## config.mk

```make
export PLATFORM = sky130hd
export DESIGN_NAME = clock_power_mode_unit
export DESIGN_NICKNAME = d
export VERILOG_FILES = /design/src/verilog/clock_power_mode_unit.v
export VERILOG_INCLUDE_DIRS = /design/src /design/src/verilog
export SDC_FILE = /design/constraint.sdc
export NUM_CORES = 1
export LEC_CHECK = 0
export ABC_AREA = 1
export BUFFER_PORTS_ARGS = -buffer_cell sky130_fd_sc_hd__buf_2
export CAP_MARGIN = 20
export CORE_MARGIN = 2
export CORE_UTILIZATION = 25
export CTS_BUF_LIST = sky130_fd_sc_hd__clkbuf_2 sky130_fd_sc_hd__clkbuf_4 sky130_fd_sc_hd__clkbuf_8
export DETAILED_ROUTE_END_ITERATION = 8
export MAX_ROUTING_LAYER = met4
export PLACE_DENSITY = 0.47
export RECOVER_POWER = 25
export SLEW_MARGIN = 10
export SYNTH_ARGS = -nofsm -noshare
export SYNTH_HDL_FRONTEND = slang
export SYNTH_SLANG_ARGS = --single-unit
```

## constraint.sdc

```tcl
create_clock -name hclk -period 2.85 [get_ports hclk]
set_input_delay 0.855 -clock hclk [delete_from_list [all_inputs] [get_ports hclk]]
set_output_delay 0.855 -clock hclk [all_outputs]
set_load 0.005 [all_outputs]
```

## src/verilog/clock_power_mode_unit_defines.vh

```
`ifndef CLOCK_POWER_MODE_UNIT_DEFINES_VH
`define CLOCK_POWER_MODE_UNIT_DEFINES_VH

// register byte offsets
`define OFS_SRC_CTRL 8'h00
`define OFS_MASTER_DIV 8'h04
`define OFS_CLK_MASK 8'h08
`define OFS_PWR_CTRL 8'h0c
`define OFS_STATUS 8'h10
`define OFS_PRESCALE 8'h14

// source control fields
`define SRC_SEL_LSB 0
`define SRC_SEL_MSB 1
`define SRC_PLL_EN 2
`define SRC_SPEEDUP 3
`define SRC_USB_EXT 4
`define SRC_TIM01_EXT 5
`define SRC_TIM23_EXT 6

// power control fields
`define PWR_IDLE_REQ 0
`define PWR_SLEEP_REQ 1

// status fields
`define ST_SRC_LSB 0
`define ST_PLL_LOCK 2
`define ST_PLL_ON 3
`define ST_MODE_LSB 4
`define ST_SWITCHING 6

// master source encodings
`define SRC_OSC 2'h0
`define SRC_PLL 2'h1
`define SRC_RTC 2'h2

// power mode encodings
`define MODE_RUN 2'h0
`define MODE_IDLE 2'h1
`define MODE_SLEEP 2'h2

// derived clock indices and count
`define NUM_CLK 7
`define CLK_CPU 0
`define CLK_AHB 1
`define CLK_APB 2
`define CLK_FLASH 3
`define CLK_EMI 4
`define CLK_UART 5
`define CLK_USB 6

// reset values
`define RST_SRC_CTRL 7'h00
`define RST_MASTER_DIV 10'h000
`define RST_CLK_MASK 7'h7f
`define RST_PRESCALE 28'h0000000

// widths
`define MDIV_W 10
`define PRE_W 4

// source rates: pll fastest rate in MHz, rtc rate in Hz
`define PLL_MAX_MHZ 96
`define RTC_FREQ_HZ 32768

`endif

```

## src/verilog/clock_power_mode_unit.v

```verilog
// Function
// - master clock from one of oscillator, pll, rtc; switching is glitch free
// - oscillator after reset; pll selectable only once locked, up to 96 MHz
// - firmware may go back to oscillator any time and power pll down
// - sleep entry forces the pll off whatever its enable was
// - 32.768 kHz rtc may be chosen as master source at any time
// - cpu, ahb, apb, flash, emi, uart, usb clocks each divided and gated
// - dynamic master divider up to 1024 for cpu, ahb, apb, emi, flash
// - run mode: all clocks run except those masked off by firmware
// - any reset enters run mode
// - speed-up option: cpu clock undivided while an interrupt is serviced
// - idle request stops cpu and flash clocks at once
// - idle keeps peripheral clocks per the mask held just before idle
// - idle exits to run on reset, interrupt or wake-up input
// - sleep stops all clocks but rtc and timer ticks taken from external pins, disables oscillator pins
// - sleep exit happens only on reset or, with wake-up input, on an rtc clock tick
// - debug active: no clock is ever gated, even in idle or sleep
// - usb and timers may take dedicated external clock pins instead
`timescale 1ns/10ps
`include "clock_power_mode_unit_defines.vh"

module clock_power_mode_unit (
    input wire hclk,
    input wire hresetn,
    input wire hsel,
    input wire [31:0] haddr,
    input wire [1:0] htrans,
    input wire hwrite,
    input wire [2:0] hsize,
    input wire [31:0] hwdata,
    input wire hready,
    output reg [31:0] hrdata,
    output reg hreadyout,
    output reg hresp,
    input wire osc_tick,
    input wire pll_tick,
    input wire rtc_tick,
    input wire pll_lock,
    input wire irq_active,
    input wire irq_pending,
    input wire wake_in,
    input wire debug_active,
    input wire usb_ext_tick,
    input wire tim01_ext_tick,
    input wire tim23_ext_tick,
    output reg master_en_ff,
    output reg [6:0] clk_en_ff,
    output reg tim01_tick_ff,
    output reg tim23_tick_ff,
    output reg pll_power_ff,
    output reg osc_pins_off_ff,
    output reg [1:0] mode_ff
);

    reg [6:0] src_ctrl_ff;
    reg [`MDIV_W-1:0] mdiv_ff;
    reg [6:0] mask_ff;
    reg [6:0] idle_mask_ff;
    reg [27:0] prescale_ff;
    reg [1:0] cur_src_ff;
    reg [`MDIV_W-1:0] mdiv_cnt_ff;
    reg wr_pend_ff;
    reg [7:0] wr_addr_ff;

    wire [1:0] req_src;
    wire switching;
    wire old_tick;
    wire master_tick;
    wire div_tick;
    wire cpu_fast;
    wire bus_take;
    wire [7:0] ofs;
    wire [6:0] gate_ok;
    wire [6:0] pre_tick;
    reg [31:0] rd_val;
    reg [1:0] nxt_mode;
    reg [6:0] nxt_src_ctrl;

    assign req_src = src_ctrl_ff[`SRC_SEL_MSB:`SRC_SEL_LSB];
    assign switching = (req_src != cur_src_ff);
    assign bus_take = hsel & hready & htrans[1];
    assign ofs = haddr[7:0];

    // the old source must finish its tick before the mux moves
    assign old_tick = (cur_src_ff == `SRC_PLL) ? (pll_tick | ~pll_power_ff) :
                      (cur_src_ff == `SRC_RTC) ? rtc_tick : osc_tick;

    // sleep stops the master clock unless debug keeps everything alive
    assign master_tick = ~switching & ~((mode_ff == `MODE_SLEEP) & ~debug_active) &
                         ((cur_src_ff == `SRC_PLL) ? pll_tick :
                          (cur_src_ff == `SRC_RTC) ? rtc_tick : osc_tick);

    assign div_tick = master_tick & (mdiv_cnt_ff == {`MDIV_W{1'b0}});
    assign cpu_fast = src_ctrl_ff[`SRC_SPEEDUP] & irq_active;

    always @(posedge hclk or negedge hresetn) begin
        if (!hresetn) begin
            mdiv_cnt_ff <= {`MDIV_W{1'b0}};
        end else if (master_tick) begin
            // divisor change takes effect at the next wrap, no short pulse
            if (mdiv_cnt_ff == {`MDIV_W{1'b0}})
                mdiv_cnt_ff <= mdiv_ff;
            else
                mdiv_cnt_ff <= mdiv_cnt_ff - {{(`MDIV_W-1){1'b0}}, 1'b1};
        end
    end

    always @(posedge hclk or negedge hresetn) begin
        if (!hresetn) begin
            cur_src_ff <= `SRC_OSC;
        end else if ((mode_ff == `MODE_SLEEP) & ~debug_active) begin
            cur_src_ff <= `SRC_OSC;
        end else if (switching & old_tick) begin
            cur_src_ff <= req_src;
        end
    end

    genvar i;
    generate
        for (i = 0; i < `NUM_CLK; i = i + 1) begin : g_clk
            reg [`PRE_W-1:0] pre_cnt_ff;
            wire base_tick;
            // uart and usb sit after the master clock, not the master divider
            assign base_tick = (i < `CLK_UART) ? div_tick : master_tick;
            always @(posedge hclk or negedge hresetn) begin
                if (!hresetn) begin
                    pre_cnt_ff <= {`PRE_W{1'b0}};
                end else if (base_tick) begin
                    if (pre_cnt_ff == {`PRE_W{1'b0}})
                        pre_cnt_ff <= prescale_ff[i*`PRE_W +: `PRE_W];
                    else
                        pre_cnt_ff <= pre_cnt_ff - {{(`PRE_W-1){1'b0}}, 1'b1};
                end
            end
            assign pre_tick[i] = base_tick & (pre_cnt_ff == {`PRE_W{1'b0}});
            assign gate_ok[i] = debug_active |
                                ((mode_ff == `MODE_RUN) & mask_ff[i]) |
                                ((mode_ff == `MODE_IDLE) & idle_mask_ff[i] &
                                 (i != `CLK_CPU) & (i != `CLK_FLASH));
        end
    endgenerate

    always @(posedge hclk or negedge hresetn) begin
        if (!hresetn) begin
            clk_en_ff <= 7'h00;
            master_en_ff <= 1'b0;
            tim01_tick_ff <= 1'b0;
            tim23_tick_ff <= 1'b0;
        end else begin
            master_en_ff <= master_tick;
            clk_en_ff <= pre_tick & gate_ok;
            if (cpu_fast)
                clk_en_ff[`CLK_CPU] <= master_tick & gate_ok[`CLK_CPU];
            if (src_ctrl_ff[`SRC_USB_EXT])
                clk_en_ff[`CLK_USB] <= usb_ext_tick & gate_ok[`CLK_USB];
            // timers run from the apb clock unless an external pin is chosen
            tim01_tick_ff <= src_ctrl_ff[`SRC_TIM01_EXT] ? tim01_ext_tick :
                             (pre_tick[`CLK_APB] & gate_ok[`CLK_APB]);
            tim23_tick_ff <= src_ctrl_ff[`SRC_TIM23_EXT] ? tim23_ext_tick :
                             (pre_tick[`CLK_APB] & gate_ok[`CLK_APB]);
        end
    end

    // power mode sequencing
    always @* begin
        nxt_mode = mode_ff;
        case (mode_ff)
            `MODE_RUN: begin
                if (wr_pend_ff & (wr_addr_ff == `OFS_PWR_CTRL)) begin
                    if (hwdata[`PWR_SLEEP_REQ])
                        nxt_mode = `MODE_SLEEP;
                    else if (hwdata[`PWR_IDLE_REQ])
                        nxt_mode = `MODE_IDLE;
                end
            end
            `MODE_IDLE: begin
                if (irq_pending | wake_in)
                    nxt_mode = `MODE_RUN;
            end
            `MODE_SLEEP: begin
                // wake only registers on an rtc tick: no rtc, no exit
                if (rtc_tick & wake_in)
                    nxt_mode = `MODE_RUN;
            end
            default: nxt_mode = `MODE_RUN;
        endcase
    end

    always @(posedge hclk or negedge hresetn) begin
        if (!hresetn) begin
            mode_ff <= `MODE_RUN;
            idle_mask_ff <= `RST_CLK_MASK;
        end else begin
            mode_ff <= nxt_mode;
            if ((mode_ff == `MODE_RUN) & (nxt_mode == `MODE_IDLE))
                idle_mask_ff <= mask_ff;
        end
    end

    // source control: firmware writes, hardware overrides
    always @* begin
        nxt_src_ctrl = src_ctrl_ff;
        if (wr_pend_ff & (wr_addr_ff == `OFS_SRC_CTRL)) begin
            nxt_src_ctrl = hwdata[6:0];
            // pll selection refused until it is powered and locked
            if ((hwdata[1:0] == `SRC_PLL) & ~(pll_lock & hwdata[`SRC_PLL_EN]))
                nxt_src_ctrl[1:0] = src_ctrl_ff[1:0];
            if (hwdata[1:0] == 2'h3)
                nxt_src_ctrl[1:0] = src_ctrl_ff[1:0];
            // powering pll down while selected drops back to oscillator
            if (~hwdata[`SRC_PLL_EN] & (nxt_src_ctrl[1:0] == `SRC_PLL))
                nxt_src_ctrl[1:0] = `SRC_OSC;
        end
        if ((mode_ff != `MODE_SLEEP) & (nxt_mode == `MODE_SLEEP)) begin
            nxt_src_ctrl[`SRC_PLL_EN] = 1'b0;
            nxt_src_ctrl[1:0] = `SRC_OSC;
        end
    end

    always @(posedge hclk or negedge hresetn) begin
        if (!hresetn) begin
            src_ctrl_ff <= `RST_SRC_CTRL;
            mdiv_ff <= `RST_MASTER_DIV;
            mask_ff <= `RST_CLK_MASK;
            prescale_ff <= `RST_PRESCALE;
            pll_power_ff <= 1'b0;
            osc_pins_off_ff <= 1'b0;
        end else begin
            src_ctrl_ff <= nxt_src_ctrl;
            if (wr_pend_ff & (wr_addr_ff == `OFS_MASTER_DIV))
                mdiv_ff <= hwdata[`MDIV_W-1:0];
            if (wr_pend_ff & (wr_addr_ff == `OFS_CLK_MASK))
                mask_ff <= hwdata[6:0];
            if (wr_pend_ff & (wr_addr_ff == `OFS_PRESCALE))
                prescale_ff <= hwdata[27:0];
            pll_power_ff <= nxt_src_ctrl[`SRC_PLL_EN] & (nxt_mode != `MODE_SLEEP);
            osc_pins_off_ff <= (nxt_mode == `MODE_SLEEP) & ~debug_active;
        end
    end

    // ahb-lite slave: zero wait, read data registered in the address phase
    always @* begin
        rd_val = 32'h00000000;
        case (ofs)
            `OFS_SRC_CTRL: rd_val = {25'h0000000, src_ctrl_ff};
            `OFS_MASTER_DIV: rd_val = {22'h000000, mdiv_ff};
            `OFS_CLK_MASK: rd_val = {25'h0000000, mask_ff};
            `OFS_PWR_CTRL: rd_val = 32'h00000000;
            `OFS_STATUS: rd_val = {25'h0000000, switching, mode_ff, pll_power_ff, pll_lock, cur_src_ff};
            `OFS_PRESCALE: rd_val = {4'h0, prescale_ff};
            default: rd_val = 32'h00000000;
        endcase
    end

    always @(posedge hclk or negedge hresetn) begin
        if (!hresetn) begin
            hrdata <= 32'h00000000;
            hreadyout <= 1'b1;
            hresp <= 1'b0;
            wr_pend_ff <= 1'b0;
            wr_addr_ff <= 8'h00;
        end else begin
            hreadyout <= 1'b1;
            hresp <= 1'b0;
            wr_pend_ff <= bus_take & hwrite;
            if (bus_take)
                wr_addr_ff <= ofs;
            if (bus_take & ~hwrite)
                hrdata <= rd_val;
        end
    end

endmodule // clock_power_mode_unit

```

==> results.json, run 1 <==
{
  "status": "complete, but fails checks",
  "violations": "max-capacitance violations, max-slew violations",
  "grt_pass1_wl_mm": 33.77,
  "power_frac_seq_pct": 46.1,
  "cts_hold_buf": 0,
  "synthTopCellsByArea": "dfrtp_1, nand2_1, o21ai_0, inv_1, nand3_1",
  "clkTransAtPathRegs_ns": 0.10,
  "timing.final.max_slew_violations": 66,
  "place.detailed.hpwl_mm": 14.94,
  "required_ns": 3.22,
  "fin_setup_tns_ns": 0,
  "drt_wl_total_mm": 20.72,
  "critical-path-max-stage-delay_ns": 0.45,
  "leakagePower_nw": 4.402,
  "register_area_mm2": 0.003719,
  "cts_tree": "built",
  "synth_top_area_share_pct": 46.79,
  "first_iter_violations": 449,
  "nFillCells": 3196,
  "area_delta_synth_final_pct": 18.46,
  "place_area_mm2": 0.008257,
  "worst_setup_path_start_kind": "flip-flop",
  "switching_share_pct": 37.45,
  "path_cells": "inv_1 > ha_1 > nand3_1 > nor2_1 > nand2_1 > nor2_4 > inv_2 > nor3_1",
  "cp_slowest_cell": "nor2_4",
  "ir_worst_vdd_mv": 0.2015,
  "cts.sinks": 148,
  "yosys_register_bits": 148,
  "gp_congestion": 0.8303,
  "syn_inst": 933,
  "core-area_mm2": 0.02870,
  "rr_endpoint": "clk_en_ff[4]$_DFF_PN0_",
  "fin_crit_ns": 2.212,
  "cts_root_buf": "clkbuf_8",
  "post-cts-setup-buffers": 0,
  "dp_slack_ns": 0.4522,
  "post-synth-top-count-cell": "nand2_1",
  "synth_warnings": 0,
  "dieArea_mm2": 0.03047,
  "synth_area_mm2": 0.007273,
  "grt.overflow.total": 0,
  "intPower_mw": 3.871,
  "hold_viol_final": 0,
  "wl_per_cell_um": 14.44,
  "critical_path.max_fanout": 15,
  "rsz0062_at_grt": "false",
  "power_density_mw_per_mm2": 718.3,
  "num_vias": 6298,
  "path_class": "flip-flop to flip-flop",
  "dieHeight_um": 174.6,
  "final_antenna_net_count": 0,
  "holdCritPathClass": "input port to async pin",
  "final_area_mm2": 0.008616,
  "std_cell_rows": 62,
  "p_total_mw": 6.189,
  "drc": 0,
  "synth-async-reset-ratio_pct": 100.0,
  "die_x_um": 174.6,
  "grt.busiest_layer": "met2",
  "grt_pass1_vias": 5985,
  "p_switching_mw": 2.318,
  "clk_latency_ns": 0.47,
  "io_buffers": 94,
  "pwr-share-clk_pct": 26.6,
  "clock_skew_ns": 0.01928,
  "yosysTopAreaCell": "dfrtp_1",
  "pin_count": 133,
  "synthTopCellsByCount": "nand2_1, dfrtp_1, o21ai_0",
  "grt_use_met3_pct": 2.428,
  "end_kind": "flip-flop",
  "grt_max_degree": 84,
  "cts-resized-gates": 0,
  "finalCritPeriodShare_pct": 77.62,
  "grt_usage_pct": 14.65,
  "dr.pass1.iters": 5,
  "cts-buffers-inserted": 17,
  "antenna_found_initial": 0,
  "synth_edf_count": 0,
  "startpoint": "mdiv_cnt_ff[0]$_DFFE_PN0P_",
  "maxSlewHeadroom_pct": -12.45,
  "arrival_ns": 2.58,
  "layout.nets": 1131,
  "synth_cell_types": 36,
  "reg2reg_from": "mdiv_cnt_ff[0]$_DFFE_PN0P_",
  "h-tree-depth": 4,
  "postSynthAreaPerCell_um2": 7.796,
  "drv_cap": 1,
  "r2r_cells": 8,
  "reg2reg_slack_ns": 0.64,
  "initial_core_util_pct": 25.34,
  "combPwrFrac_pct": 27.3,
  "diodes": 0,
  "met1_usage_pct": 20.42,
  "setup_slack_ns": 0.6380,
  "max_freq_mhz": 452.1,
  "dpl.cell_count": 1403,
  "grt_use_met2_pct": 22.29,
  "multi_input_area_mm2": 0.002998,
  "synth_ff_type": "dfrtp_1",
  "drive_gt1_share_pct": 16.65,
  "setup-violations-final": 0,
  "fin_cells": 1435,
  "cts_max_path_buffers": 2,
  "via_per_inst": 4.389,
  "worst_slew_pin_slew_ns": 1.687,
  "critPathCapture": "clk_en_ff[4]$_DFF_PN0_",
  "synth-seq-area-share_pct": 51.13
}
-- power by group through the flow --
| stage | combinational, mW | clock (mW) | sequential, mW |
|---|---|---|---|
| final | 1.69 | 1.65 | 2.85 |
| after global routing | 2.02 | 1.81 | 2.92 |
| after CTS | 1.71 | 1.70 | 2.86 |
| after detailed placement | 1.71 | 0 | 2.89 |
| after global placement | 1.69 | 0 | 2.89 |
| after floorplan | 1.27 | 0 | 2.80 |
-- cell families (layout without fill, tap and decap cells) --
logic type,Yosys count,in the layout,share of synthesized area (%)
AO/OA/AOI/OAI,158,158,11.47
XOR/XNOR,4,4,0.4818
adder cells (fa/ha/maj),8,8,1.376
buffers and inverters,132,246,7.862
flip-flops,148,148,51.13
other,2,6,0.1033
AND/OR/NAND/NOR,481,481,27.58
-- registers in the layout, indices dropped and copies added, names as in the netlist, 2 cells and up --
name              count
hrdata               28
mdiv_cnt_ff          10
mode_ff               2
g_clk.pre_cnt_ff     28
mdiv_ff              10
idle_mask_ff          5
src_ctrl_ff           7
wr_addr_ff            8
clk_en_ff             7
prescale_ff          28
cur_src_ff            2
mask_ff               7
-- cell usage in the layout (no fill, tap or decap), types with 6 or more instances in the layout --
master,synthesis,final
nand2_1,315,315
dfrtp_1,136,136
o21ai_0,121,121
inv_1,94,94
buf_2,4,93
nand3_1,70,70
nor2_1,64,64
a21oi_1,18,18
clkbuf_8,0,17
buf_4,7,16
dfstp_2,12,12
nand4_1,9,9
ha_1,8,8
nor3_1,7,7
a31oi_1,6,6
conb_1,2,6
inv_6,0,6
-- stage by stage --
step | hold WS [ns] | utilization (%)
5_1_grt | 0.4795 | 30.02
4_1_cts | 0.3612 | 30.10
6_report | 0.4654 | 30.02
2_1_floorplan | 0.4419 | -
3_3_place_gp | 0.4513 | 28.67
3_5_place_dp | 0.4528 | 28.77
-- critical path, delay by kind of cell (launching register included) --
| kind | cells | cell delay (ns) |
|---|---|---|
| buf+inv | 2 | 0.23 |
| flops | 1 | 0.39 |
| simple gates | 5 | 1.24 |
| fa+ha+maj | 1 | 0.25 |
-- layout make-up --
class	count	area share, %
inverters	100	4.357
flip-flops and latches	148	43.16
multi-input cells	657	34.80
repair buffers	114	7.682
well taps	384	5.577
clock inverters	15	1.714
clock buffers	17	2.716
-- per-layer routing --
metal / routed length (um) / up-vias
met5: 0 / -
met4: 167 / 0
met3: 955 / 12
met2: 9325 / 157
met1: 10270 / 2926
li1: - / 3203
-- worst min-delay path by stage --
stage                                 from                          end  slack (ns)  cells after the start
3_3_place_gp   idle_mask_ff[2]$_DFFE_PN1P_  idle_mask_ff[2]$_DFFE_PN1P_        0.45                      2
4_1_cts                            hresetn   src_ctrl_ff[1]$_DFFE_PN0P_        0.36                      2
3_5_place_dp   idle_mask_ff[4]$_DFFE_PN1P_  idle_mask_ff[4]$_DFFE_PN1P_        0.45                      2
6_report                           hresetn       pll_power_ff$_DFF_PN0_        0.47                      2
5_1_grt        idle_mask_ff[2]$_DFFE_PN1P_  idle_mask_ff[2]$_DFFE_PN1P_        0.48                      2
2_1_floorplan  prescale_ff[10]$_DFFE_PN0P_  prescale_ff[10]$_DFFE_PN0P_        0.44                      2
Note: power is estimated with default switching activity, not from simulation.
==> run 2, diff against run 1 <==
--- a/config.mk
+++ b/config.mk
@@ -14,7 +14,7 @@
 export CTS_BUF_LIST = sky130_fd_sc_hd__clkbuf_2 sky130_fd_sc_hd__clkbuf_4 sky130_fd_sc_hd__clkbuf_8
 export DETAILED_ROUTE_END_ITERATION = 8
 export MAX_ROUTING_LAYER = met4
-export PLACE_DENSITY = 0.47
+export PLACE_DENSITY = 0.49
 export RECOVER_POWER = 25
 export SLEW_MARGIN = 10
 export SYNTH_ARGS = -nofsm -noshare
==> constraint.sdc (replaced) <==
create_clock -name hclk -period 2 [get_ports hclk]
set_input_delay 0.6 -clock hclk [delete_from_list [all_inputs] [get_ports hclk]]
set_output_delay 0.6 -clock hclk [all_outputs]
set_load 0.005 [all_outputs]
==> results.json, run 2 (synthesis results as in run 1) <==
{
  "status": "complete, no violations",
  "drive_gt1_share_pct": 18.68,
  "cts_root_buf": "clkbuf_8",
  "antenna_found_initial": 0,
  "cts-resized-gates": 0,
  "path_class": "flip-flop to flip-flop",
  "final_antenna_net_count": 0,
  "setup_slack_ns": 0.2187,
  "required_ns": 2.34,
  "finalCritPeriodShare_pct": 89.06,
  "largestRegisters": "g_clk.pre_cnt_ff: 28 flops, hrdata: 28 flops, prescale_ff: 28 flops",
  "place.detailed.hpwl_mm": 15.37,
  "combPwrFrac_pct": 28.1,
  "grt.overflow.total": 0,
  "first_iter_violations": 480,
  "dieArea_mm2": 0.03047,
  "p_switching_mw": 3.350,
  "num_vias": 6390,
  "io_buffers": 94,
  "cp_num_buf_inv": 2,
  "pwr-share-clk_pct": 26.6,
  "timing.final.max_slew_violations": 0,
  "critical-path-max-stage-delay_ns": 0.39,
  "diodes": 0,
  "dp_slack_ns": 0.1444,
  "setup-violations-final": 0,
  "layout_commonest_cell": "nand2_1",
  "h-tree-depth": 4,
  "worst_setup_path_start_kind": "flip-flop",
  "std_cell_rows": 62,
  "intPower_mw": 5.619,
  "nFillCells": 3199,
  "core-area_mm2": 0.02870,
  "grt_max_degree": 44,
  "fin_cells": 1460,
  "via_per_inst": 4.377,
  "dieHeight_um": 174.6,
  "leakagePower_nw": 4.526,
  "end_kind": "flip-flop",
  "clkTransAtPathRegs_ns": 0.09,
  "die_x_um": 174.6,
  "drt_wl_total_mm": 20.65,
  "critPathTopFamily": "simple AND/OR/NAND/NOR gates",
  "worst_slew_pin_slew_ns": 0.9403,
  "clock_skew_ns": 0.01760,
  "max_freq_mhz": 561.4,
  "area_delta_synth_final_pct": 21.14,
  "drv_cap": 0,
  "hold_viol_final": 0,
  "clk_latency_ns": 0.47,
  "power_frac_seq_pct": 45.3,
  "holdCritPathClass": "input port to async pin",
  "cts_max_path_buffers": 2,
  "fin_setup_tns_ns": 0,
  "post-cts-setup-buffers": 0,
  "drc": 0,
  "dpl.cell_count": 1428,
  "fin_crit_ns": 1.781,
  "cts_tree": "built",
  "cts_hold_buf": 0,
  "maxSlewHeadroom_pct": 37.31,
  "gp_congestion": 0.8277,
  "grt_usage_pct": 14.63,
  "dr.pass1.iters": 7,
  "critical_path.max_fanout": 25,
  "arrival_ns": 2.12,
  "initial_core_util_pct": 25.34,
  "grt_pass1_wl_mm": 33.45,
  "cp_slowest_cell": "dfrtp_1",
  "grt_pass1_vias": 6131,
  "pin_count": 133,
  "final_cell_mix": "nand2_1, dfrtp_1, o21ai_0",
  "power_density_mw_per_mm2": 1018,
  "layout.nets": 1156,
  "cts.sinks": 148,
  "ir_worst_vdd_mv": 0.4246,
  "switching_share_pct": 37.35,
  "wl_per_cell_um": 14.14,
  "cts-buffers-inserted": 17,
  "rsz0062_at_grt": "false",
  "path_cells": "inv_1 > ha_1 > nand2_1 > nor2_1 > nand3_1 > nor2_4 > buf_12 > o21ai_0"
}
-- run 2: cell types whose count changed in the layout (fill, tap and decap cells not counted) --
cell and delta:
buf_4 +24, inv_8 +4, inv_6 -2, buf_12 +1
buf_16 -1, buf_2 +1, clkbuf_1 -1, clkbuf_4 +1
clkinv_2 -1, clkinv_4 -1
-- run 2: power by group through the flow --
stage,clock [mW],combinational (mW),sequential [mW]
floorplan,0,1.82,3.99
global placement,0,2.51,4.11
detailed placement,0,2.55,4.12
CTS,2.47,2.56,4.06
global route,2.61,3.01,4.16
finish,2.39,2.52,4.06
-- run 2: path summary, 6_finish.rpt --
path	slack, ns	startpoint	cells past startpoint	endpoint
max	0.22	mdiv_cnt_ff[0]$_DFFE_PN0P_	8	g_clk[4].pre_cnt_ff[2]$_DFFE_PN0P_
max reg2reg	0.22	mdiv_cnt_ff[0]$_DFFE_PN0P_	8	g_clk[4].pre_cnt_ff[2]$_DFFE_PN0P_
min	0.27	hresetn	1	hrdata[15]$_DFFE_PN0P_
min reg2reg	0.47	idle_mask_ff[5]$_DFFE_PN1P_	2	idle_mask_ff[5]$_DFFE_PN1P_
min in group hclk	0.31	irq_pending	2	mode_ff[0]$_DFF_PN0_
max in group asynchronous	0.38	hresetn	2	wr_addr_ff[3]$_DFFE_PN0P_
-- run 2: cell type report --
class | count | area, um2 | area share, %
sequential | 148 | 3719 | 42.20
clock inverter | 15 | 161.4 | 1.832
tap | 384 | 480.5 | 5.453
timing repair buffer | 139 | 843.3 | 9.571
clock buffer | 17 | 234.0 | 2.655
multi-input combinational | 657 | 2998 | 34.02
inverter | 100 | 375.4 | 4.260
-- run 2: metal layers --
layer,GRT usage (%),vias up,wire (um)
met5,-,-,0
met4,4.444,0,263
met3,2.297,16,802
met2,22.27,146,9428
met1,20.07,2985,10150
li1,-,3243,-
-- run 2: worst reg2reg max path: stages (launching register included) --
cell,delay (ns)
dfrtp_1,0.39
inv_1,0.12
ha_1,0.21
nand2_1,0.09
nor2_1,0.19
nand3_1,0.22
nor2_4,0.18
buf_12,0.17
o21ai_0,0.10
-- run 2: per-stage QoR --
step / total power, mW / hold slack, ns / instance area [um2] / util (%)
global placement: 6.625 / 0.4515 / 8449 / 29.44
finish: 8.969 / 0.2661 / 8811 / 30.70
global route: 9.777 / 0.3055 / 8811 / 30.70
detailed placement: 6.666 / 0.4539 / 8449 / 29.44
floorplan: 5.806 / 0.3044 / 7288 / -
CTS: 9.088 / 0.02801 / 8845 / 30.82
